`src/cnt_cfg_pkg.sv`:
```
// Purpose: Shared constants for the counter array source and mode logic
// Assumes: Byte-wide registers, one per 32-bit Avalon word
// Notes: Register index times four gives the byte address
// Functional notes
// - Common idle-stop bit halts array in idle
// - Base bit 6 enables module 4 watchdog
// - Common source: 00 /12, 01 /4, 10 timer0
// - Base bit 0 gates overflow flag interrupt
// - Module source 000-011: /12, /4, timer0, pin
// - Module source 100 /2, 101 timer1, 111 baud
// - Each module has its own idle-stop bit
// - Pair registers: odd bits 7:4, even 3:0
// - Reserved mode bits read undefined, never written
// - Mode bit picks legacy or extended run control
// - Roll-over sets flag, software clears, enable gates
package cnt_cfg_pkg;
  localparam int unsigned NUM_MOD = 5;
  localparam int unsigned ADDR_W = 10;
  // Register indices; byte address is four times the index
  localparam logic [7:0] IDX_MODE_BASE = 8'hD9;
  localparam logic [7:0] IDX_SEL_01 = 8'hDF;
  localparam logic [7:0] IDX_SEL_23 = 8'hEF;
  localparam logic [7:0] IDX_SEL_4 = 8'hFF;
  localparam logic [7:0] IDX_CTRL = 8'hD8;
  localparam logic [7:0] IDX_FLAGS = 8'hE1;
  localparam logic [7:0] IDX_RUN = 8'hE2;
  localparam logic [7:0] IDX_IRQ_EN = 8'hE3;
  // Base mode register fields
  localparam int unsigned BIT_COMMON_IDLE = 7;
  localparam int unsigned BIT_WDOG = 6;
  localparam int unsigned BIT_SRC_HI = 2;
  localparam int unsigned BIT_SRC_LO = 1;
  localparam int unsigned BIT_OVF_IRQ_EN = 0;
  localparam logic [7:0] MODE_BASE_WMASK = 8'hC7;
  // Pair register fields
  localparam int unsigned BIT_IDLE_ODD = 7;
  localparam int unsigned BIT_IDLE_EVEN = 3;
  localparam int unsigned SRC_ODD_LSB = 4;
  localparam int unsigned SRC_EVEN_LSB = 0;
  localparam logic [7:0] SEL_4_WMASK = 8'h0F;
  // Control and run fields
  localparam int unsigned BIT_LEGACY_RUN = 6;
  localparam int unsigned BIT_EXT_MODE = 5;
  localparam logic [7:0] RUN_WMASK = 8'h3F;
  localparam logic [7:0] CTRL_WMASK = 8'h40;
  localparam logic [7:0] FLAG_MASK = 8'h1F;
  localparam logic [7:0] RESET_BYTE = 8'h00;
  // Prescaler
  localparam int unsigned DIV_SLOW = 12;
  localparam int unsigned DIV_MID = 4;
  localparam int unsigned DIV_FAST = 2;
  typedef enum logic [2:0] {
    SRC_DIV12 = 3'h0,
    SRC_DIV4 = 3'h1,
    SRC_TMR0 = 3'h2,
    SRC_EXT = 3'h3,
    SRC_DIV2 = 3'h4,
    SRC_TMR1 = 3'h5,
    SRC_RSVD = 3'h6,
    SRC_BAUD = 3'h7
  } src_sel_t;
endpackage

```
`src/count_tick_gen.sv`:
```
// Purpose: Oscillator prescaler ticks and external pin edge pulses
// Assumes: clk_i is the oscillator clock; ext pin synchronous to it
// Notes: One modulo-12 counter serves all three divided rates
`timescale 1ns/1ps
module count_tick_gen (
  input wire logic clk_i,
  input wire logic sys_rst_i,
  input wire logic ext_count_input_i,
  output logic tick_div12_o,
  output logic tick_div4_o,
  output logic tick_div2_o,
  output logic tick_ext_o
);
  localparam logic [3:0] LAST = 4'(cnt_cfg_pkg::DIV_SLOW - 1);
  localparam logic [3:0] MID_M = 4'(cnt_cfg_pkg::DIV_MID - 1);
  localparam logic [3:0] FAST_M = 4'(cnt_cfg_pkg::DIV_FAST - 1);

  logic [3:0] div_reg;
  logic ext_prev_reg;

  always_ff @(posedge clk_i) begin
    if (sys_rst_i) begin
      div_reg <= 4'h0;
    end else if (div_reg == LAST) begin
      div_reg <= 4'h0;
    end else begin
      div_reg <= div_reg + 4'h1;
    end
  end

  // Edge detect on the pin; a faster source than Fosc/2 would alias
  // Tracks the pin through reset too, so a pin already high at release is no false edge
  always_ff @(posedge clk_i) begin
    ext_prev_reg <= ext_count_input_i;
  end

  // Twelve is a multiple of four and two, so the masks give exact rates
  assign tick_div12_o = (div_reg == LAST);
  assign tick_div4_o = ((div_reg & MID_M) == MID_M);
  assign tick_div2_o = ((div_reg & FAST_M) == FAST_M);
  assign tick_ext_o = ext_count_input_i & ~ext_prev_reg;
endmodule

```
`src/counter_clock_mode_select.sv`:
```
// Purpose: Counter array mode, count-source and idle control with Avalon registers
// Assumes: Overflow and pin inputs synchronous to clk_i, one-cycle pulses
// Notes: Legacy mode uses the common fields, extended mode the per-module ones
//
// The Avalon-MM register port was chosen for this implementation.
`timescale 1ns/1ps
module counter_clock_mode_select #(
  parameter int unsigned CNT_W = 16
) (
  input wire logic clk_i,
  input wire logic sys_rst_i,
  input wire logic [cnt_cfg_pkg::ADDR_W-1:0] avs_address_i,
  input wire logic avs_read_i,
  input wire logic avs_write_i,
  input wire logic [31:0] avs_writedata_i,
  input wire logic [3:0] avs_byteenable_i,
  output logic [31:0] avs_readdata_o,
  output logic avs_waitrequest_o,
  input wire logic idle_mode_i,
  input wire logic timer0_ovf_i,
  input wire logic timer1_ovf_i,
  input wire logic baud_ovf_i,
  input wire logic ext_count_input_i,
  output logic [cnt_cfg_pkg::NUM_MOD-1:0] count_tick_o,
  output logic watchdog_reset_o,
  output logic irq_o
);
  localparam int unsigned NM = cnt_cfg_pkg::NUM_MOD;

  ////////////////////////////////////////////////////////////////////////////
  // Signals

  logic [7:0] mode_base_reg;
  logic [7:0] sel_01_reg;
  logic [7:0] sel_23_reg;
  logic [7:0] sel_4_reg;
  logic [7:0] ctrl_reg;
  logic [7:0] run_reg;
  logic [NM-1:0] flag_reg;
  logic [NM-1:0] flag_next;
  logic [NM-1:0] irq_en_reg;
  logic [CNT_W-1:0] count_reg [NM];
  logic [NM-1:0] tick;
  logic [NM-1:0] ovf;
  logic [NM-1:0] running;
  logic [NM-1:0] idle_stop;
  logic [2:0] src_code [NM];
  logic ack_reg;
  logic [31:0] rdata_reg;
  logic req;
  logic wr_en;
  logic [7:0] widx;
  logic [7:0] wbyte;
  logic t_div12;
  logic t_div4;
  logic t_div2;
  logic t_ext;
  logic ext_mode;
  logic [1:0] common_src;
  logic [2:0] ext_src [NM];
  logic [NM-1:0] ext_idle;
  logic [NM-1:0] count_en;
  logic [7:0] rbyte;
  logic irq_next;

  ////////////////////////////////////////////////////////////////////////////
  // Functions

  // Word-aligned decode of the byte address into a register index
  function automatic logic [7:0] addr_index(input logic [cnt_cfg_pkg::ADDR_W-1:0] a);
    addr_index = a[cnt_cfg_pkg::ADDR_W-1:2];
  endfunction

  // One register's write strobe; keeps the decode in one place
  function automatic logic reg_write_hit(input logic en, input logic [7:0] idx,
                                         input logic [7:0] target);
    reg_write_hit = en & (idx == target);
  endfunction

  // Source field of a pair register; odd modules sit in the high nibble
  function automatic logic [2:0] pair_src(input logic [7:0] r, input logic odd);
    if (odd) begin
      pair_src = r[cnt_cfg_pkg::SRC_ODD_LSB +: 3];
    end else begin
      pair_src = r[cnt_cfg_pkg::SRC_EVEN_LSB +: 3];
    end
  endfunction

  // Idle-stop bit of a pair register
  function automatic logic pair_idle(input logic [7:0] r, input logic odd);
    if (odd) begin
      pair_idle = r[cnt_cfg_pkg::BIT_IDLE_ODD];
    end else begin
      pair_idle = r[cnt_cfg_pkg::BIT_IDLE_EVEN];
    end
  endfunction

  // Module source code to tick; reserved code counts nothing
  function automatic logic pick_tick(input logic [2:0] code, input logic d12,
                                     input logic d4, input logic d2, input logic t0,
                                     input logic t1, input logic bd, input logic ex);
    case (code)
      cnt_cfg_pkg::SRC_DIV12: pick_tick = d12;
      cnt_cfg_pkg::SRC_DIV4: pick_tick = d4;
      cnt_cfg_pkg::SRC_TMR0: pick_tick = t0;
      cnt_cfg_pkg::SRC_EXT: pick_tick = ex;
      cnt_cfg_pkg::SRC_DIV2: pick_tick = d2;
      cnt_cfg_pkg::SRC_TMR1: pick_tick = t1;
      cnt_cfg_pkg::SRC_BAUD: pick_tick = bd;
      default: pick_tick = 1'b0;
    endcase
  endfunction

  ////////////////////////////////////////////////////////////////////////////
  // Tick sources

  count_tick_gen u_tick (
    .clk_i(clk_i),
    .sys_rst_i(sys_rst_i),
    .ext_count_input_i(ext_count_input_i),
    .tick_div12_o(t_div12),
    .tick_div4_o(t_div4),
    .tick_div2_o(t_div2),
    .tick_ext_o(t_ext)
  );

  ////////////////////////////////////////////////////////////////////////////
  // Avalon slave: one wait cycle, then answer

  assign req = avs_read_i | avs_write_i;
  assign avs_waitrequest_o = req & ~ack_reg;
  assign widx = addr_index(avs_address_i);
  assign wbyte = avs_writedata_i[7:0];
  // Write takes effect on the edge where waitrequest is seen low
  assign wr_en = avs_write_i & ack_reg & avs_byteenable_i[0];
  assign avs_readdata_o = rdata_reg;

  // Ack clears itself, so a request held on gets a fresh wait cycle
  always_ff @(posedge clk_i) begin
    if (sys_rst_i) begin
      ack_reg <= 1'b0;
    end else begin
      ack_reg <= req & ~ack_reg;
    end
  end

  // Reserved bits and unmapped indices read as zero, the chosen value for undefined
  always_comb begin
    case (widx)
      cnt_cfg_pkg::IDX_MODE_BASE: rbyte = mode_base_reg;
      cnt_cfg_pkg::IDX_SEL_01: rbyte = sel_01_reg;
      cnt_cfg_pkg::IDX_SEL_23: rbyte = sel_23_reg;
      cnt_cfg_pkg::IDX_SEL_4: rbyte = sel_4_reg;
      cnt_cfg_pkg::IDX_CTRL: rbyte = ctrl_reg;
      cnt_cfg_pkg::IDX_RUN: rbyte = run_reg;
      cnt_cfg_pkg::IDX_FLAGS: rbyte = 8'(flag_reg);
      cnt_cfg_pkg::IDX_IRQ_EN: rbyte = 8'(irq_en_reg);
      default: rbyte = cnt_cfg_pkg::RESET_BYTE;
    endcase
  end

  // Loaded in the wait cycle so the byte stands when waitrequest drops
  always_ff @(posedge clk_i) begin
    if (sys_rst_i) begin
      rdata_reg <= 32'h0000_0000;
    end else if (avs_read_i & ~ack_reg) begin
      rdata_reg <= 32'(rbyte);
    end
  end

  ////////////////////////////////////////////////////////////////////////////
  // Configuration registers; reserved bits are masked off on write

  always_ff @(posedge clk_i) begin
    if (sys_rst_i) begin
      mode_base_reg <= cnt_cfg_pkg::RESET_BYTE;
    end else if (reg_write_hit(wr_en, widx, cnt_cfg_pkg::IDX_MODE_BASE)) begin
      mode_base_reg <= wbyte & cnt_cfg_pkg::MODE_BASE_WMASK;
    end
  end

  always_ff @(posedge clk_i) begin
    if (sys_rst_i) begin
      sel_01_reg <= cnt_cfg_pkg::RESET_BYTE;
    end else if (reg_write_hit(wr_en, widx, cnt_cfg_pkg::IDX_SEL_01)) begin
      sel_01_reg <= wbyte;
    end
  end

  always_ff @(posedge clk_i) begin
    if (sys_rst_i) begin
      sel_23_reg <= cnt_cfg_pkg::RESET_BYTE;
    end else if (reg_write_hit(wr_en, widx, cnt_cfg_pkg::IDX_SEL_23)) begin
      sel_23_reg <= wbyte;
    end
  end

  always_ff @(posedge clk_i) begin
    if (sys_rst_i) begin
      sel_4_reg <= cnt_cfg_pkg::RESET_BYTE;
    end else if (reg_write_hit(wr_en, widx, cnt_cfg_pkg::IDX_SEL_4)) begin
      sel_4_reg <= wbyte & cnt_cfg_pkg::SEL_4_WMASK;
    end
  end

  always_ff @(posedge clk_i) begin
    if (sys_rst_i) begin
      ctrl_reg <= cnt_cfg_pkg::RESET_BYTE;
    end else if (reg_write_hit(wr_en, widx, cnt_cfg_pkg::IDX_CTRL)) begin
      ctrl_reg <= wbyte & cnt_cfg_pkg::CTRL_WMASK;
    end
  end

  // Reset leaves the array in legacy mode
  always_ff @(posedge clk_i) begin
    if (sys_rst_i) begin
      run_reg <= cnt_cfg_pkg::RESET_BYTE;
    end else if (reg_write_hit(wr_en, widx, cnt_cfg_pkg::IDX_RUN)) begin
      run_reg <= wbyte & cnt_cfg_pkg::RUN_WMASK;
    end
  end

  always_ff @(posedge clk_i) begin
    if (sys_rst_i) begin
      irq_en_reg <= '0;
    end else if (reg_write_hit(wr_en, widx, cnt_cfg_pkg::IDX_IRQ_EN)) begin
      irq_en_reg <= wbyte[NM-1:0];
    end
  end

  ////////////////////////////////////////////////////////////////////////////
  // Per-module source and idle fields

  assign ext_mode = run_reg[cnt_cfg_pkg::BIT_EXT_MODE];
  assign common_src = {mode_base_reg[cnt_cfg_pkg::BIT_SRC_HI], mode_base_reg[cnt_cfg_pkg::BIT_SRC_LO]};

  // Even module in the low nibble, odd in the high nibble
  always_comb begin
    ext_src[0] = pair_src(sel_01_reg, 1'b0);
    ext_src[1] = pair_src(sel_01_reg, 1'b1);
    ext_src[2] = pair_src(sel_23_reg, 1'b0);
    ext_src[3] = pair_src(sel_23_reg, 1'b1);
    ext_src[4] = pair_src(sel_4_reg, 1'b0);
    ext_idle[0] = pair_idle(sel_01_reg, 1'b0);
    ext_idle[1] = pair_idle(sel_01_reg, 1'b1);
    ext_idle[2] = pair_idle(sel_23_reg, 1'b0);
    ext_idle[3] = pair_idle(sel_23_reg, 1'b1);
    ext_idle[4] = pair_idle(sel_4_reg, 1'b0);
  end

  // Legacy: codes 00..11 of the common field map onto the low four module codes
  always_comb begin
    for (int m = 0; m < NM; m++) begin
      if (ext_mode) begin
        src_code[m] = ext_src[m];
        idle_stop[m] = ext_idle[m];
      end else begin
        src_code[m] = {1'b0, common_src};
        idle_stop[m] = mode_base_reg[cnt_cfg_pkg::BIT_COMMON_IDLE];
      end
    end
  end

  always_comb begin
    for (int m = 0; m < NM; m++) begin
      tick[m] = pick_tick(src_code[m], t_div12, t_div4, t_div2, timer0_ovf_i,
                          timer1_ovf_i, baud_ovf_i, t_ext);
      // Extended mode uses per-counter run bits, legacy the single one
      running[m] = (ext_mode ? run_reg[m] : ctrl_reg[cnt_cfg_pkg::BIT_LEGACY_RUN])
                   & ~(idle_mode_i & idle_stop[m]);
      ovf[m] = running[m] & tick[m] & (&count_reg[m]);
    end
  end

  // One shared enable keeps the counters and the tick output in step
  assign count_en = running & tick;

  ////////////////////////////////////////////////////////////////////////////
  // Counters

  // Counters wrap silently; a roll-over shows only through the flags and, for module 4, the watchdog
  always_ff @(posedge clk_i) begin
    for (int m = 0; m < NM; m++) begin
      if (sys_rst_i) begin
        count_reg[m] <= '0;
      end else if (count_en[m]) begin
        count_reg[m] <= count_reg[m] + CNT_W'(1);
      end
    end
  end

  always_ff @(posedge clk_i) begin
    if (sys_rst_i) begin
      count_tick_o <= '0;
    end else begin
      count_tick_o <= count_en;
    end
  end

  // Watchdog on module 4 fires on its roll-over while enabled
  always_ff @(posedge clk_i) begin
    if (sys_rst_i) begin
      watchdog_reset_o <= 1'b0;
    end else begin
      watchdog_reset_o <= mode_base_reg[cnt_cfg_pkg::BIT_WDOG] & ovf[NM-1];
    end
  end

  ////////////////////////////////////////////////////////////////////////////
  // Overflow flags and interrupt

  // Write one to clear; a roll-over in the same cycle wins
  always_comb begin
    flag_next = flag_reg;
    if (reg_write_hit(wr_en, widx, cnt_cfg_pkg::IDX_FLAGS)) begin
      flag_next = flag_reg & ~wbyte[NM-1:0];
    end
    flag_next = flag_next | ovf;
  end

  always_ff @(posedge clk_i) begin
    if (sys_rst_i) begin
      flag_reg <= '0;
    end else begin
      flag_reg <= flag_next;
    end
  end

  // Legacy: base bit 0 gates the module 0 flag; extended: enable mask
  always_comb begin
    if (ext_mode) begin
      irq_next = |(flag_next & irq_en_reg);
    end else begin
      irq_next = flag_next[0] & mode_base_reg[cnt_cfg_pkg::BIT_OVF_IRQ_EN];
    end
  end

  // Registered so the request line never glitches while flags settle
  always_ff @(posedge clk_i) begin
    if (sys_rst_i) begin
      irq_o <= 1'b0;
    end else begin
      irq_o <= irq_next;
    end
  end
endmodule
```
`config.mk`:
```
export PLATFORM = sky130hd
export DESIGN_NAME = counter_clock_mode_select
export DESIGN_NICKNAME = d
export VERILOG_FILES = /design/src/cnt_cfg_pkg.sv /design/src/count_tick_gen.sv /design/src/counter_clock_mode_select.sv
export SDC_FILE = /design/constraint.sdc
export NUM_CORES = 1
export LEC_CHECK = 0
export CORE_MARGIN = 10
export CORE_UTILIZATION = 55
export CTS_CLUSTER_DIAMETER = 30
export DETAILED_ROUTE_END_ITERATION = 6
export DONT_BUFFER_PORTS = 1
export PLACE_DENSITY = 0.7
export SYNTH_ARGS = -nofsm -noshare
export SYNTH_HDL_FRONTEND = slang
export SYNTH_SLANG_ARGS = --single-unit
```
`constraint.sdc`:
```
create_clock -name clk_i -period 6.68 [get_ports clk_i]
set_clock_uncertainty 0.1 [all_clocks]
set_input_delay 0.334 -clock clk_i [delete_from_list [all_inputs] [get_ports clk_i]]
set_output_delay 0.334 -clock clk_i [all_outputs]
set_load 0.05 [all_outputs]
```
## Word-level counts from Yosys, hierarchy flattened

Memories as Yosys holds them, arrays and structs flattened.
Index checks and enable logic that the tools add are counted.

- Add/subtract/negate cells: 6
- Multipliers: 0
- Divide/modulo/power cells: 0
- Magnitude comparators: 0
- Equality and inequality tests: 40
- Shift operators: 0
- Muxes and demuxes: 45
- Bitwise logic cells: 53
- Reductions and logical operators: 12

Operator list:

| cell | number |
|---|---|
| adder 16 x 1 -> 16 bit (second input constant) | 5 |
| two-way mux 16 bit | 5 |
| AND reduction 16 bit | 5 |
| equality test 8 bit (second input constant) | 8 |
| case mux 8 bit (8 select lines) | 1 |
| equality test 3 bit (second input constant) | 15 |
| bitwise AND 1 bit | 35 |
| case mux 1 bit (7 select lines) | 5 |
| equality test 3 x 2 -> 1 bit (second input constant) | 10 |
| two-way mux 1 bit | 28 |
| bitwise AND 5 bit | 3 |
| equality test 3 x 1 -> 1 bit (second input constant) | 5 |
| zero test 3 bit | 5 |
| two-way mux 3 bit | 5 |
| NOT 1 bit | 7 |
| OR 1 bit | 6 |
| two-way mux 5 bit | 1 |
| NOT 5 bit | 1 |
| OR 5 bit | 1 |
| OR reduction 5 bit | 1 |
| adder 4 x 1 -> 4 bit (second input constant) | 1 |
| equality test 4 bit (second input constant) | 1 |
| equality test 2 bit (second input constant) | 1 |
| OR reduction 2 bit | 1 |

- Flip-flop bits (word level): 63
- Bits in latches: 0
- Bits in writable memories: 80
- Memory bits (read-only): 0
- Input port bits: 55
- Output and inout port bits: 40
- Word-level logic and storage cells: 172
- Memories: 1

Memory list:

| memory | depth | bits a word | read ports | clocked after Yosys merged registers in | wr ports | line | RTL |
|---|---|---|---|---|---|---|---|
| count_reg | 5 | 16 | 5 | 0 | 5 | counter_clock_mode_select.sv:42 | `logic [CNT_W-1:0] count_reg [NM];` |

## Longest topological paths before layout

Gate-level depths: netlist of run 1.

- Depth after elaboration: 10
- Depth in mapped cells: 10
- Mapped depth without buffers: 7

## Hierarchy

From an unflattened synthesis of run 1, not the netlist that was laid out.

- Cell total of the unflattened synthesis: 758
- Area, all modules: 7668.6 um^2

Modules (own cells, without submodules):

| module | instances | cells each | area each (um^2) | sequential area each (um^2) |
|---|---|---|---|---|
| counter_clock_mode_select | 1 | 740 | 7463.4 | 3563.4 |
| count_tick_gen | 1 | 18 | 205.2 | 100.1 |

## Least setup slack after synthesis of run 1

No wires, ideal clock.

- Path type: register -> register
- From: reg u_tick.div_reg[0]
- To: mem count_reg[4][0], enable pin
- Setup time: 392 ps
- Data arrival time: 2199 ps
- Data required time: 6188 ps
- Setup slack: 3988 ps
- Cell stages (with the launch flop): 8
- Path buffers: 2
- Clock period less this slack: 2692 ps
- Path through: dfxtp_1 ha_1 buf_4 and3b_1 buf_2 a2bb2oi_1 a211o_1 o21bai_1

RTL lines:

| item | line | RTL |
|---|---|---|
| from (decl) | count_tick_gen.sv:18 | `logic [3:0] div_reg;` |
| from (signal assigned) | count_tick_gen.sv:27 | `div_reg <= div_reg + 4'h1;` |
| to (decl) | counter_clock_mode_select.sv:42 |  |

==> out/qor.yml, run 1 <==
ys_seq_elements: 143
status: "completed"
end_kind: "register"
fin_setup_tns_ns: 0
numPortBuffers: 0
synth-compound-area-share: 0.102
setup_viol: 0
period_minus_slack_ns: 3.22
drt_first_pass_iters: 5
n_fill_cell: 1137
reg2reg_depth: 6
tritoncts: "built"
clk_pin_slew_ns: 0.06
fmax_ghz: 0.311
synth_top_cell_area_share: 0.312
synth-simple-area-share: 0.220
worst_pin_slew_ns: 1.23
grt_pass1_wl_um: 29500
yosys_warnings: 0
cts.path.max_buffers: 2
synth_area_per_cell_um2: 9.68
drt-initial-drc-count: 552
synth.distinct_cells: 70
r2r-start: "u_tick.div_reg[0]"
yosysSeqAreaShare: 0.476
cp-start-kind: "register"
via_per_inst: 5.98
grt_max_degree: 57
synthToLayoutAreaGrowth_pct: 9.24
cts-buffers-inserted: 17
drive_gt1_frac: 0.0857
max_cap_viol_count: 0
gp_congestion: 0.920
synth_top_cell_by_area: "edfxtp_1"
slew_headroom: 0.178
synth_edf_count: 80
crit_path_max_incr_delay_ns: 0.67
io_pins: 95
grt_antenna_before_repair: 0
min_path_type: "in2reg"
r2r_end: "count_reg[1][9]"
synthFlopType: "edfxtp_1"
synth-adder-area-share: 0.00976
grt_use_total: 0.186
cts-root-buf: "clkbuf_16"
crit_path_cell_trace: "ha_1 > and3b_1 > a211oi_1 > nor3_1 > nand2b_1 > nor2_1"
wl_per_cell_um: 18.5
power_density_nw_per_um2: 242
dr_total_vias: 5895
place_inst: 941
synth.area.mux_share: 0.0529
cp.required_ns: 6.85
start_util: 0.559
fin_ws_ns: 3.46
cts_num_sinks: 143
slowest_stage: "nor3_1"
clk_latency_ns: 0.43
path_class: "reg2reg"
final_max_slew_viol_count: 0
dieWidth_um: 138
largest_reg_flops: 80
drc: 0
dp_slack_ns: 3.58
ys_top_cells_by_area: "edfxtp_1 31%, dfxtp_1 16%, nor2_1 5.9%"
synthesis.instances: 795
crit_end: "count_reg[1][9]"
grt-ovfl-total: 0
synthArstFlopShare: 0
nets: 853
reg2reg_slack_ns: 3.46
crit_fanout: 17
irDropWorstVdd_v: 0.000185
synth_top_family_by_area: "simple AND/OR/NAND/NOR gates"
critPathArrivalTime_ns: 3.39
grt_pass1_vias: 5593
crit_start: "u_tick.div_reg[0]"
n_antenna_cell: 0
htree_levels: 4
dieArea_um2: 19100
final_antenna_net_count: 0
synth_area_um2: 7690
hold_viol: 0
p_leak_nw: 2.85
synth-xor-area-share: 0.0786
coreArea_um2: 13800
rsz0062_at_grt: "no"
finalCritPeriodShare: 0.481
routed_wl_um: 18200
die_h_um: 138
core.rowCount: 43
dp_hpwl_um: 12300
final_cells: 985
-- power by group --
group / internal [W] / switching [W] / total (W)
Clock: 0.000589 / 0.000382 / 0.000971
Combinational: 0.0000257 / 0.0000720 / 0.0000977
Sequential: 0.000946 / 0.0000195 / 0.000966
Total: 0.00156 / 0.000474 / 0.00203
-- how the worst min path moves through the flow --
stage	from	endpoint	slack, ns	cells past startpoint
after CTS	avs_read_i	ack_reg	0.03	2
after floorplan	ext_count_input_i	u_tick.ext_prev_reg	0.26	0
after detailed placement	ext_count_input_i	u_tick.ext_prev_reg	0.26	0
after global placement	ext_count_input_i	u_tick.ext_prev_reg	0.26	0
after global routing	avs_read_i	ack_reg	0.06	2
final	avs_read_i	ack_reg	0.04	2
-- cell usage in the layout (no fill, tap or decap), drive strengths merged, types with 7 or more instances in the layout --
| cell type | n |
|---|---|
| a21boi | 8 |
| a21oi | 30 |
| and3 | 19 |
| clkbuf | 22 |
| conb | 24 |
| dfxtp | 63 |
| dlygate4sd3 | 11 |
| edfxtp | 80 |
| inv | 25 |
| mux2 | 13 |
| mux2i | 26 |
| nand2 | 70 |
| nand2b | 7 |
| nand3 | 56 |
| nand4 | 12 |
| nor2 | 130 |
| nor3 | 10 |
| o21ai | 7 |
| xnor2 | 33 |
| xor2 | 36 |
-- area by class of cell --
class                   count  area (um^2)  share of cell area
multi-input cells         591         3650               0.434
inverters                  22         82.6             0.00983
well taps                 180          225              0.0268
flip-flops and latches    143         3660               0.436
clock buffers              22          517              0.0615
clock inverters            10         96.3              0.0115
repair buffers             17          168              0.0200
-- worst max-delay path: cells and delay by family, from the launching register on --
kind	cells	cell delay, ns
AND/OR/NAND/NOR	4	1.88
flip-flops	1	0.52
adder cells (fa/ha/maj)	1	0.47
AO/OA/AOI/OAI	1	0.09
-- metal layers --
layer | vias up | wire, um | track usage | part of all wire
met4 | 0 | 563 | 0.0721 | 0.031
met2 | 260 | 8530 | 0.296 | 0.47
met5 | - | 0 | 0 | 0
li1 | 2768 | - | - | -
met1 | 2815 | 7530 | 0.229 | 0.41
met3 | 52 | 1550 | 0.0623 | 0.085
-- cell families after synthesis --
family,after synthesis
AO/OA/AOI/OAI,107
multiplexers,39
other,1
XOR/XNOR,69
AND/OR/NAND/NOR,346
buffers and inverters,84
flip-flops,143
adder cells (fa/ha/maj),6
-- through the flow --
| step | hold WS [ns] | utilization | power (W) | cell area (um^2) |
|---|---|---|---|---|
| 6_report | 0.0363 | 0.610 | 0.00203 | 8400 |
| 3_5_place_dp | 0.262 | 0.556 | 0.00106 | 7660 |
| 5_1_grt | 0.0563 | 0.610 | 0.00210 | 8400 |
| 2_1_floorplan | 0.262 | - | 0.00107 | 7780 |
| 4_1_cts | 0.0323 | 0.610 | 0.00205 | 8400 |
| 3_3_place_gp | 0.262 | 0.556 | 0.00106 | 7660 |
-- timing repair --
| action | CTS | global route |
|---|---|---|
| setup buffers | 0 | 0 |
| gates resized for setup | 0 | 0 |
| hold endpoints to repair | 57 | 0 |
| hold buffers | 12 | 0 |
-- cells in the mapped netlist (4+ instances only) --
library cell / instances
nor3_1: 10
or3_1: 5
nand2b_1: 6
dfxtp_1: 63
buf_2: 16
a21oi_1: 30
nand3_1: 56
a211o_1: 5
xnor2_1: 33
nor2b_1: 4
mux2_2: 12
and2_1: 6
ha_1: 6
nor2_4: 7
clkbuf_1: 17
inv_1: 21
buf_4: 26
a21o_1: 6
mux2i_1: 26
a22oi_1: 4
edfxtp_1: 80
and3_1: 19
xor2_1: 36
o21ai_0: 6
nor4_1: 5
a21boi_0: 6
nand2_1: 70
nand4_1: 12
a2bb2oi_1: 4
o311ai_0: 4
nor2_1: 121
(Power assumes the default switching activity.)
==> run 2: changes to the inputs <==
ABC_AREA = 1   (was not set)
clock period = 3.3 ns   (was 6.68 ns; I/O delays follow)
==> run 2 against run 1 <==
  * Die area rose by 0.90%
  * Final cell count rose by 20%
  * Total power rose by 99%
  * Largest power group is now registers
  * Largest cell class unchanged
  * Worst setup slack got worse by 2.7 ns
  * Area after synthesis rose by 1.1%
==> out/qor.yml, run 2 <==
final_antenna_net_count: 0  # unchanged
start_util: 0.560  # +0.00153
holdCritStartpoint: "idle_mode_i"
slowest_stage: "nand2_1"
postPlaceCellArea_um2: 7820  # +2.1%
worst_pin_slew_ns: 0.907  # -0.322 ns
period_minus_slack_ns: 2.57  # -0.646 ns
r2r_end: "count_reg[4][8]"
wl_per_cell_um: 14.4  # -22%
yosys_warnings: 0  # unchanged
layout_common_cells: "212 x nand2_1, 111 x nor2_1, 105 x inv_1, 80 x edfxtp_1, 69 x a21oi_1"
synth_common_cells: "212 x nand2_1, 111 x nor2_1, 105 x inv_1"
cts_num_sinks: 143  # unchanged
synth.distinct_cells: 47  # -33%
met2_usage: 0.270  # -0.0256
dieWidth_um: 139  # +0.45%
synth_top_cell_area_share: 0.309  # -0.00327
via_per_inst: 5.33  # -11%
power_density_nw_per_um2: 470  # +94%
numPortBuffers: 0  # unchanged
fin_area_um2: 8630  # +2.7%
min_to: "count_tick_o[3]"
yosysSeqAreaShare: 0.471  # -0.00498
drive_gt1_frac: 0.0966  # +0.0109
cts.path.max_buffers: 2  # unchanged
r2r-start: "run_reg[5]"
finalCritPeriodShare: 0.779  # +0.297
comb_power_share: 0.054  # +0.006
tritoncts: "built"
synth_edf_count: 80  # unchanged
path_class: "reg2reg"
p_seq_frac: 0.481  # +0.006
dp_hpwl_um: 12000  # -2.2%
path_delay_family: "simple AND/OR/NAND/NOR gates"
grt-ovfl-total: 0  # unchanged
synth_area_um2: 7770  # +1.1%
clk_pin_slew_ns: 0.06  # about the same
hold_depth: 5  # +3
grt_max_degree: 38  # -33%
cp-start-kind: "register"
die_h_um: 139  # +0.45%
grt_antenna_before_repair: 0  # unchanged
crit_path_cell_trace: "buf_4 > inv_2 > nand2_2 > nand2_2 > nand2_1 > nand2_1 > inv_1 > a21oi_2 > nand2_1 > nand2_1"
crit_buf_inv: 3  # +3
final_max_slew_viol_count: 0  # unchanged
cts-root-buf: "clkbuf_16"
synthArstFlopShare: 0  # unchanged
busiest_layer: "met2"
final_common_cell: "nand2_1"
cts-buffers-inserted: 17  # unchanged
clk_latency_ns: 0.43  # about the same
io_pins: 95  # unchanged
routed_wl_um: 17100  # -6.0%
dr_total_vias: 6308  # +7.0%
grt_use_met1: 0.230  # +0.000959
place_inst: 1132  # +20%
irDropWorstVdd_v: 0.000359  # +95%
synthFlopType: "edfxtp_1"
fin_setup_tns_ns: 0  # unchanged
drt-initial-drc-count: 531  # -3.8%
postCtsSetupRepairBufs: 0  # unchanged
cts-resized-gates: 0  # unchanged
n_antenna_cell: 0  # unchanged
setup_viol: 0  # unchanged
swShare: 0.230  # -0.00324
holdWs_ns: 0.00643  # -0.0298 ns
intPower_w: 0.00312  # +100%
synth_area_per_cell_um2: 8.05  # -17%
grt_use_total: 0.176  # -0.0103
reg2reg_depth: 10  # +4
coreArea_um2: 13900  # +0.78%
ys_top_cells_by_area: "edfxtp_1 31%, dfxtp_1 16%, nand2_1 10%"
drc: 0  # unchanged
ys_seq_elements: 143  # unchanged
crit_top_cell: "nand2_1"
p_leak_nw: 3.31  # +16%
hold_viol: 0  # unchanged
synth_top_cell_by_area: "edfxtp_1"
reg2reg_slack_ns: 0.73  # -2.73 ns
crit_path_max_incr_delay_ns: 0.53  # -0.14 ns
crit_fanout: 23  # +6
fmax_ghz: 0.389  # +25%
min_path_type: "in2reg"
grt_util_met3: 0.0469  # -0.0154
synthToLayoutAreaGrowth_pct: 11.0
max_cap_viol_count: 0  # unchanged
switchingPower_w: 0.000930  # +96%
grt_pass1_wl_um: 28300  # -4.2%
synthesis.instances: 966  # +22%
largest_reg_flops: 80  # unchanged
holdBufCountCts: 20  # +8
clock_power_share: 0.465  # -0.012
gp_congestion: 0.930  # +1.1%
core.rowCount: 43  # unchanged
rsz0062_at_grt: "no"
cp.required_ns: 3.26  # -3.59 ns
nets: 1052  # +23%
yosysMostFrequentCell: "nand2_1"
slew_headroom: 0.393  # +0.215
drt_first_pass_iters: 5  # unchanged
status: "completed"
critPathArrivalTime_ns: 2.53  # -0.86 ns
end_kind: "register"
grt_pass1_vias: 5689  # +1.7%
final_cells: 1184  # +20%
htree_levels: 4  # unchanged
dieArea_um2: 19300  # +0.90%
## run 2: cell types whose count changed after synthesis, moves of 10 or more
cell	previous run	this run
xor2_1	36	17
mux2_2	12	0
buf_2	16	4
nor3b_1	3	13
mux2i_1	26	0
nor2_1	121	111
inv_1	21	105
o21ai_0	6	47
xnor2_1	33	8
and3_1	19	1
nand2_1	70	212
a21oi_1	30	69
## run 2: cells by family after synthesis
family	Yosys count	share of synthesized area
xor+xnor	25	0.0282
flops	143	0.471
compound gates	158	0.114
buf+inv	162	0.0977
other cells	1	0.000482
simple gates	471	0.278
fa+ha+maj	6	0.00966
## run 2: final cells by class
type,count,area [um^2]
tap,180,225
timing repair buffer,27,263
fill,1228,5260
sequential,143,3660
clock inverter,7,45.0
inverter,118,443
multi-input combinational,684,3440
clock buffer,25,549
## run 2: power groups by stage
stage / registers, W / clock network [W] / logic [W]
floorplan: 0.00198 / 0 / 0.000186
global placement: 0.00198 / 0 / 0.000182
detailed placement: 0.00198 / 0 / 0.000183
CTS: 0.00195 / 0.00190 / 0.000218
global route: 0.00195 / 0.00199 / 0.000241
finish: 0.00195 / 0.00188 / 0.000220
## run 2: worst max path at each step
stage	startpoint	endpoint	slack (ns)	cells after the start
after CTS	run_reg[5]	count_reg[4][8]	0.73	10
after detailed placement	run_reg[5]	count_reg[4][3]	0.73	10
after global placement	run_reg[5]	count_reg[4][0]	0.75	10
after floorplan	u_tick.div_reg[0]	count_reg[4][0]	1.24	8
final	run_reg[5]	count_reg[4][8]	0.73	10
after global routing	run_reg[5]	count_reg[4][1]	0.45	10
## run 2: per-stage QoR
step	worst slack (ns)	utilization	power (W)
finish	0.730	0.621	0.00405
global route	0.449	0.621	0.00418
CTS	0.730	0.621	0.00407
detailed placement	0.727	0.563	0.00217
global placement	0.754	0.563	0.00216
floorplan	1.24	-	0.00216
## run 2: worst min-delay path, cell delays in order
cell,delay (ns)
nand2_1,0.04
nand2_1,0.08
a21oi_2,0.06
nand2_1,0.09
nor2_2,0.05
## run 2: layer usage
| metal | vias to the layer above | part of all wire |
|---|---|---|
| met4 | 0 | 0.025 |
| li1 | 3206 | - |
| met3 | 23 | 0.072 |
| met1 | 2878 | 0.45 |
| met5 | - | 0 |
| met2 | 201 | 0.45 |
==> run 3: changes to the inputs <==
PLACE_DENSITY = 0.73   (was 0.7)
clock period = 2.3 ns   (was 3.3 ns; I/O delays follow)
==> run 3 against run 2 <==
  * Critical path type unchanged
  * Combinational power increased by 55%
  * Global-route usage hardly changed
  * Worst setup slack lost 0.65 ns
  * Via count grew 0.90%
  * Worst hold slack gained 0.013 ns
  * Total power increased by 42%
  * Clock power rose by 39%
  * Register-to-register slack got worse by 0.65 ns
  * Sequential share of layout area down 0.90 points
  * Critical endpoint is now sel_23_reg[7]
  * Critical path depth is 3 lower
  * Utilization grew 1.4 points
  * Largest power group unchanged
==> out/qor.yml, run 3 (synthesis gave the netlist of run 2 again) <==
min_path_type: "in2reg"
finalCritPeriodShare: 0.964  # +0.185
dr_total_vias: 6365  # +0.90%
routed_wl_um: 17300  # +1.6%
postPlaceCellArea_um2: 7920  # +1.2%
path_delay_family: "buffers and inverters"
hold_depth: 5  # unchanged
irDropWorstVdd_v: 0.000525  # +46%
r2r-start: "ack_reg"
crit_path_max_incr_delay_ns: 0.62  # +0.09 ns
wl_per_cell_um: 14.4  # about the same
cts-buffers-inserted: 17  # unchanged
period_minus_slack_ns: 2.22  # -0.353 ns
total_power_w: 0.00574  # +42%
grt_pass1_vias: 5826  # +2.4%
clk_pin_slew_ns: 0.06  # about the same
status: "completed"
grt_antenna_before_repair: 1  # +1
slew_headroom: 0.647  # +0.254
crit_fanout: 7  # -70%
path_class: "reg2reg"
crit_buf_inv: 3  # unchanged
critPathArrivalTime_ns: 2.43  # -0.10 ns
cp-start-kind: "register"
via_per_inst: 5.29  # -0.69%
grt_max_degree: 38  # unchanged
seq_area_um2: 3660  # unchanged
dieWidth_um: 139  # unchanged
holdWs_ns: 0.0197  # +0.0132 ns
hold_viol: 0  # unchanged
nets: 1070  # +1.7%
clk_latency_ns: 0.43  # about the same
r2r_end: "sel_23_reg[7]"
gp_congestion: 0.896  # -3.7%
start_util: 0.560  # unchanged
cts.path.max_buffers: 2  # unchanged
die_h_um: 139  # unchanged
drc: 0  # unchanged
numPortBuffers: 0  # unchanged
dp_hpwl_um: 12200  # +1.2%
drt-initial-drc-count: 701  # +32%
min_to: "count_tick_o[4]"
reg2reg_slack_ns: 0.08  # -0.65 ns
grt_use_total: 0.176  # -0.000224
io_pins: 95  # unchanged
n_fill_cell: 1168  # -4.9%
grt_pass1_wl_um: 28300  # +0.24%
largest_reg_flops: 80  # unchanged
final_max_slew_viol_count: 0  # unchanged
core.rowCount: 43  # unchanged
dieArea_um2: 19300  # unchanged
grt-ovfl-total: 0  # unchanged
fin_area_um2: 8810  # +2.2%
power_density_nw_per_um2: 651  # +39%
fmax_ghz: 0.451  # +16%
drt_first_pass_iters: 7  # +2
max_cap_viol_count: 0  # unchanged
end_kind: "register"
layout_common_cells: "211 x nand2_1, 110 x nor2_1, 104 x inv_1, 80 x edfxtp_1, 69 x a21oi_1"
reg2reg_depth: 7  # -3
cts-root-buf: "clkbuf_16"
worst_pin_slew_ns: 0.529  # -0.379 ns
holdCritStartpoint: "idle_mode_i"
tritoncts: "built"
htree_levels: 4  # unchanged
final_antenna_net_count: 0  # unchanged
p_leak_nw: 3.40  # +2.9%
setup_viol: 0  # unchanged
coreArea_um2: 13900  # unchanged
final_common_cell: "nand2_1"
drive_gt1_frac: 0.109  # +0.0120
slowest_stage: "dlygate4sd3_1"
multi_input_area_um2: 3450  # +0.44%
synthToLayoutAreaGrowth_pct: 13.4
cp.required_ns: 2.52  # -0.74 ns
crit_path_cell_trace: "nand3_1 > dlygate4sd3_1 > nor2_4 > clkinvlp_4 > buf_2 > o21ai_0 > a21oi_1"
cts_num_sinks: 143  # unchanged
-- run 3: tightest hold or removal path: stages --
cell and delay, ns:
nand2_1 0.03, nand2_1 0.09, a21oi_2 0.04, nand2_1 0.15, nor2_4 0.05
-- run 3: cell type report --
class                           instances  share of cell area
Sequential cell                       143               0.416
Multi-Input combinational cell        684               0.392
Clock buffer                           23              0.0579
Timing Repair Buffer                   45              0.0522
Inverter                              118              0.0507
Tap cell                              180              0.0256
Clock inverter                          9             0.00596
Antenna cell                            1            0.000284
-- run 3: how the worst max path moves through the flow --
stage / start / end / slack, ns / cells after the start
2_1_floorplan: u_tick.div_reg[0] / count_reg[4][0] / 0.24 / 8
3_3_place_gp: run_reg[5] / count_reg[1][15] / 0.22 / 12
3_5_place_dp: run_reg[5] / count_reg[0][6] / 0.17 / 11
4_1_cts: avs_address_i[7] / avs_readdata_o[2] / 0.04 / 10
5_1_grt: ack_reg / sel_23_reg[7] / -0.07 / 7
6_report: ack_reg / sel_23_reg[7] / 0.08 / 7
-- run 3: metrics by stage --
stage / utilization / cells / setup WS (ns) / setup TNS (ns)
6_report: 0.635 / 1203 / 0.0834 / 0
5_1_grt: 0.635 / 1203 / -0.0718 / -0.0718
4_1_cts: 0.630 / 1196 / 0.0391 / 0
3_5_place_dp: 0.570 / 1138 / 0.170 / 0
3_3_place_gp: 0.570 / 1138 / 0.222 / 0
2_1_floorplan: - / 989 / 0.238 / 0
-- run 3: power by group --
group	internal, W	switching, W	total, W
Clock	0.00155	0.00105	0.00261
Sequential	0.00275	0.0000455	0.00279
Combinational	0.0000931	0.000247	0.000340
Total	0.00440	0.00134	0.00574
-- run 3: per-layer routing --
layer / track usage / wire length (um)
met1: 0.224 / 7680
met2: 0.280 / 8080
met3: 0.0521 / 1310
met4: 0.0560 / 274
met5: 0 / 0
-- run 3: repair_timing --
item                                    4_1_cts  5_1_grt
endpoints found under the hold margin        64        0
resized for setup                             0        5
endpoints found under the setup margin        0       15
setup buffers                                 0        6
hold buffers                                 26        0
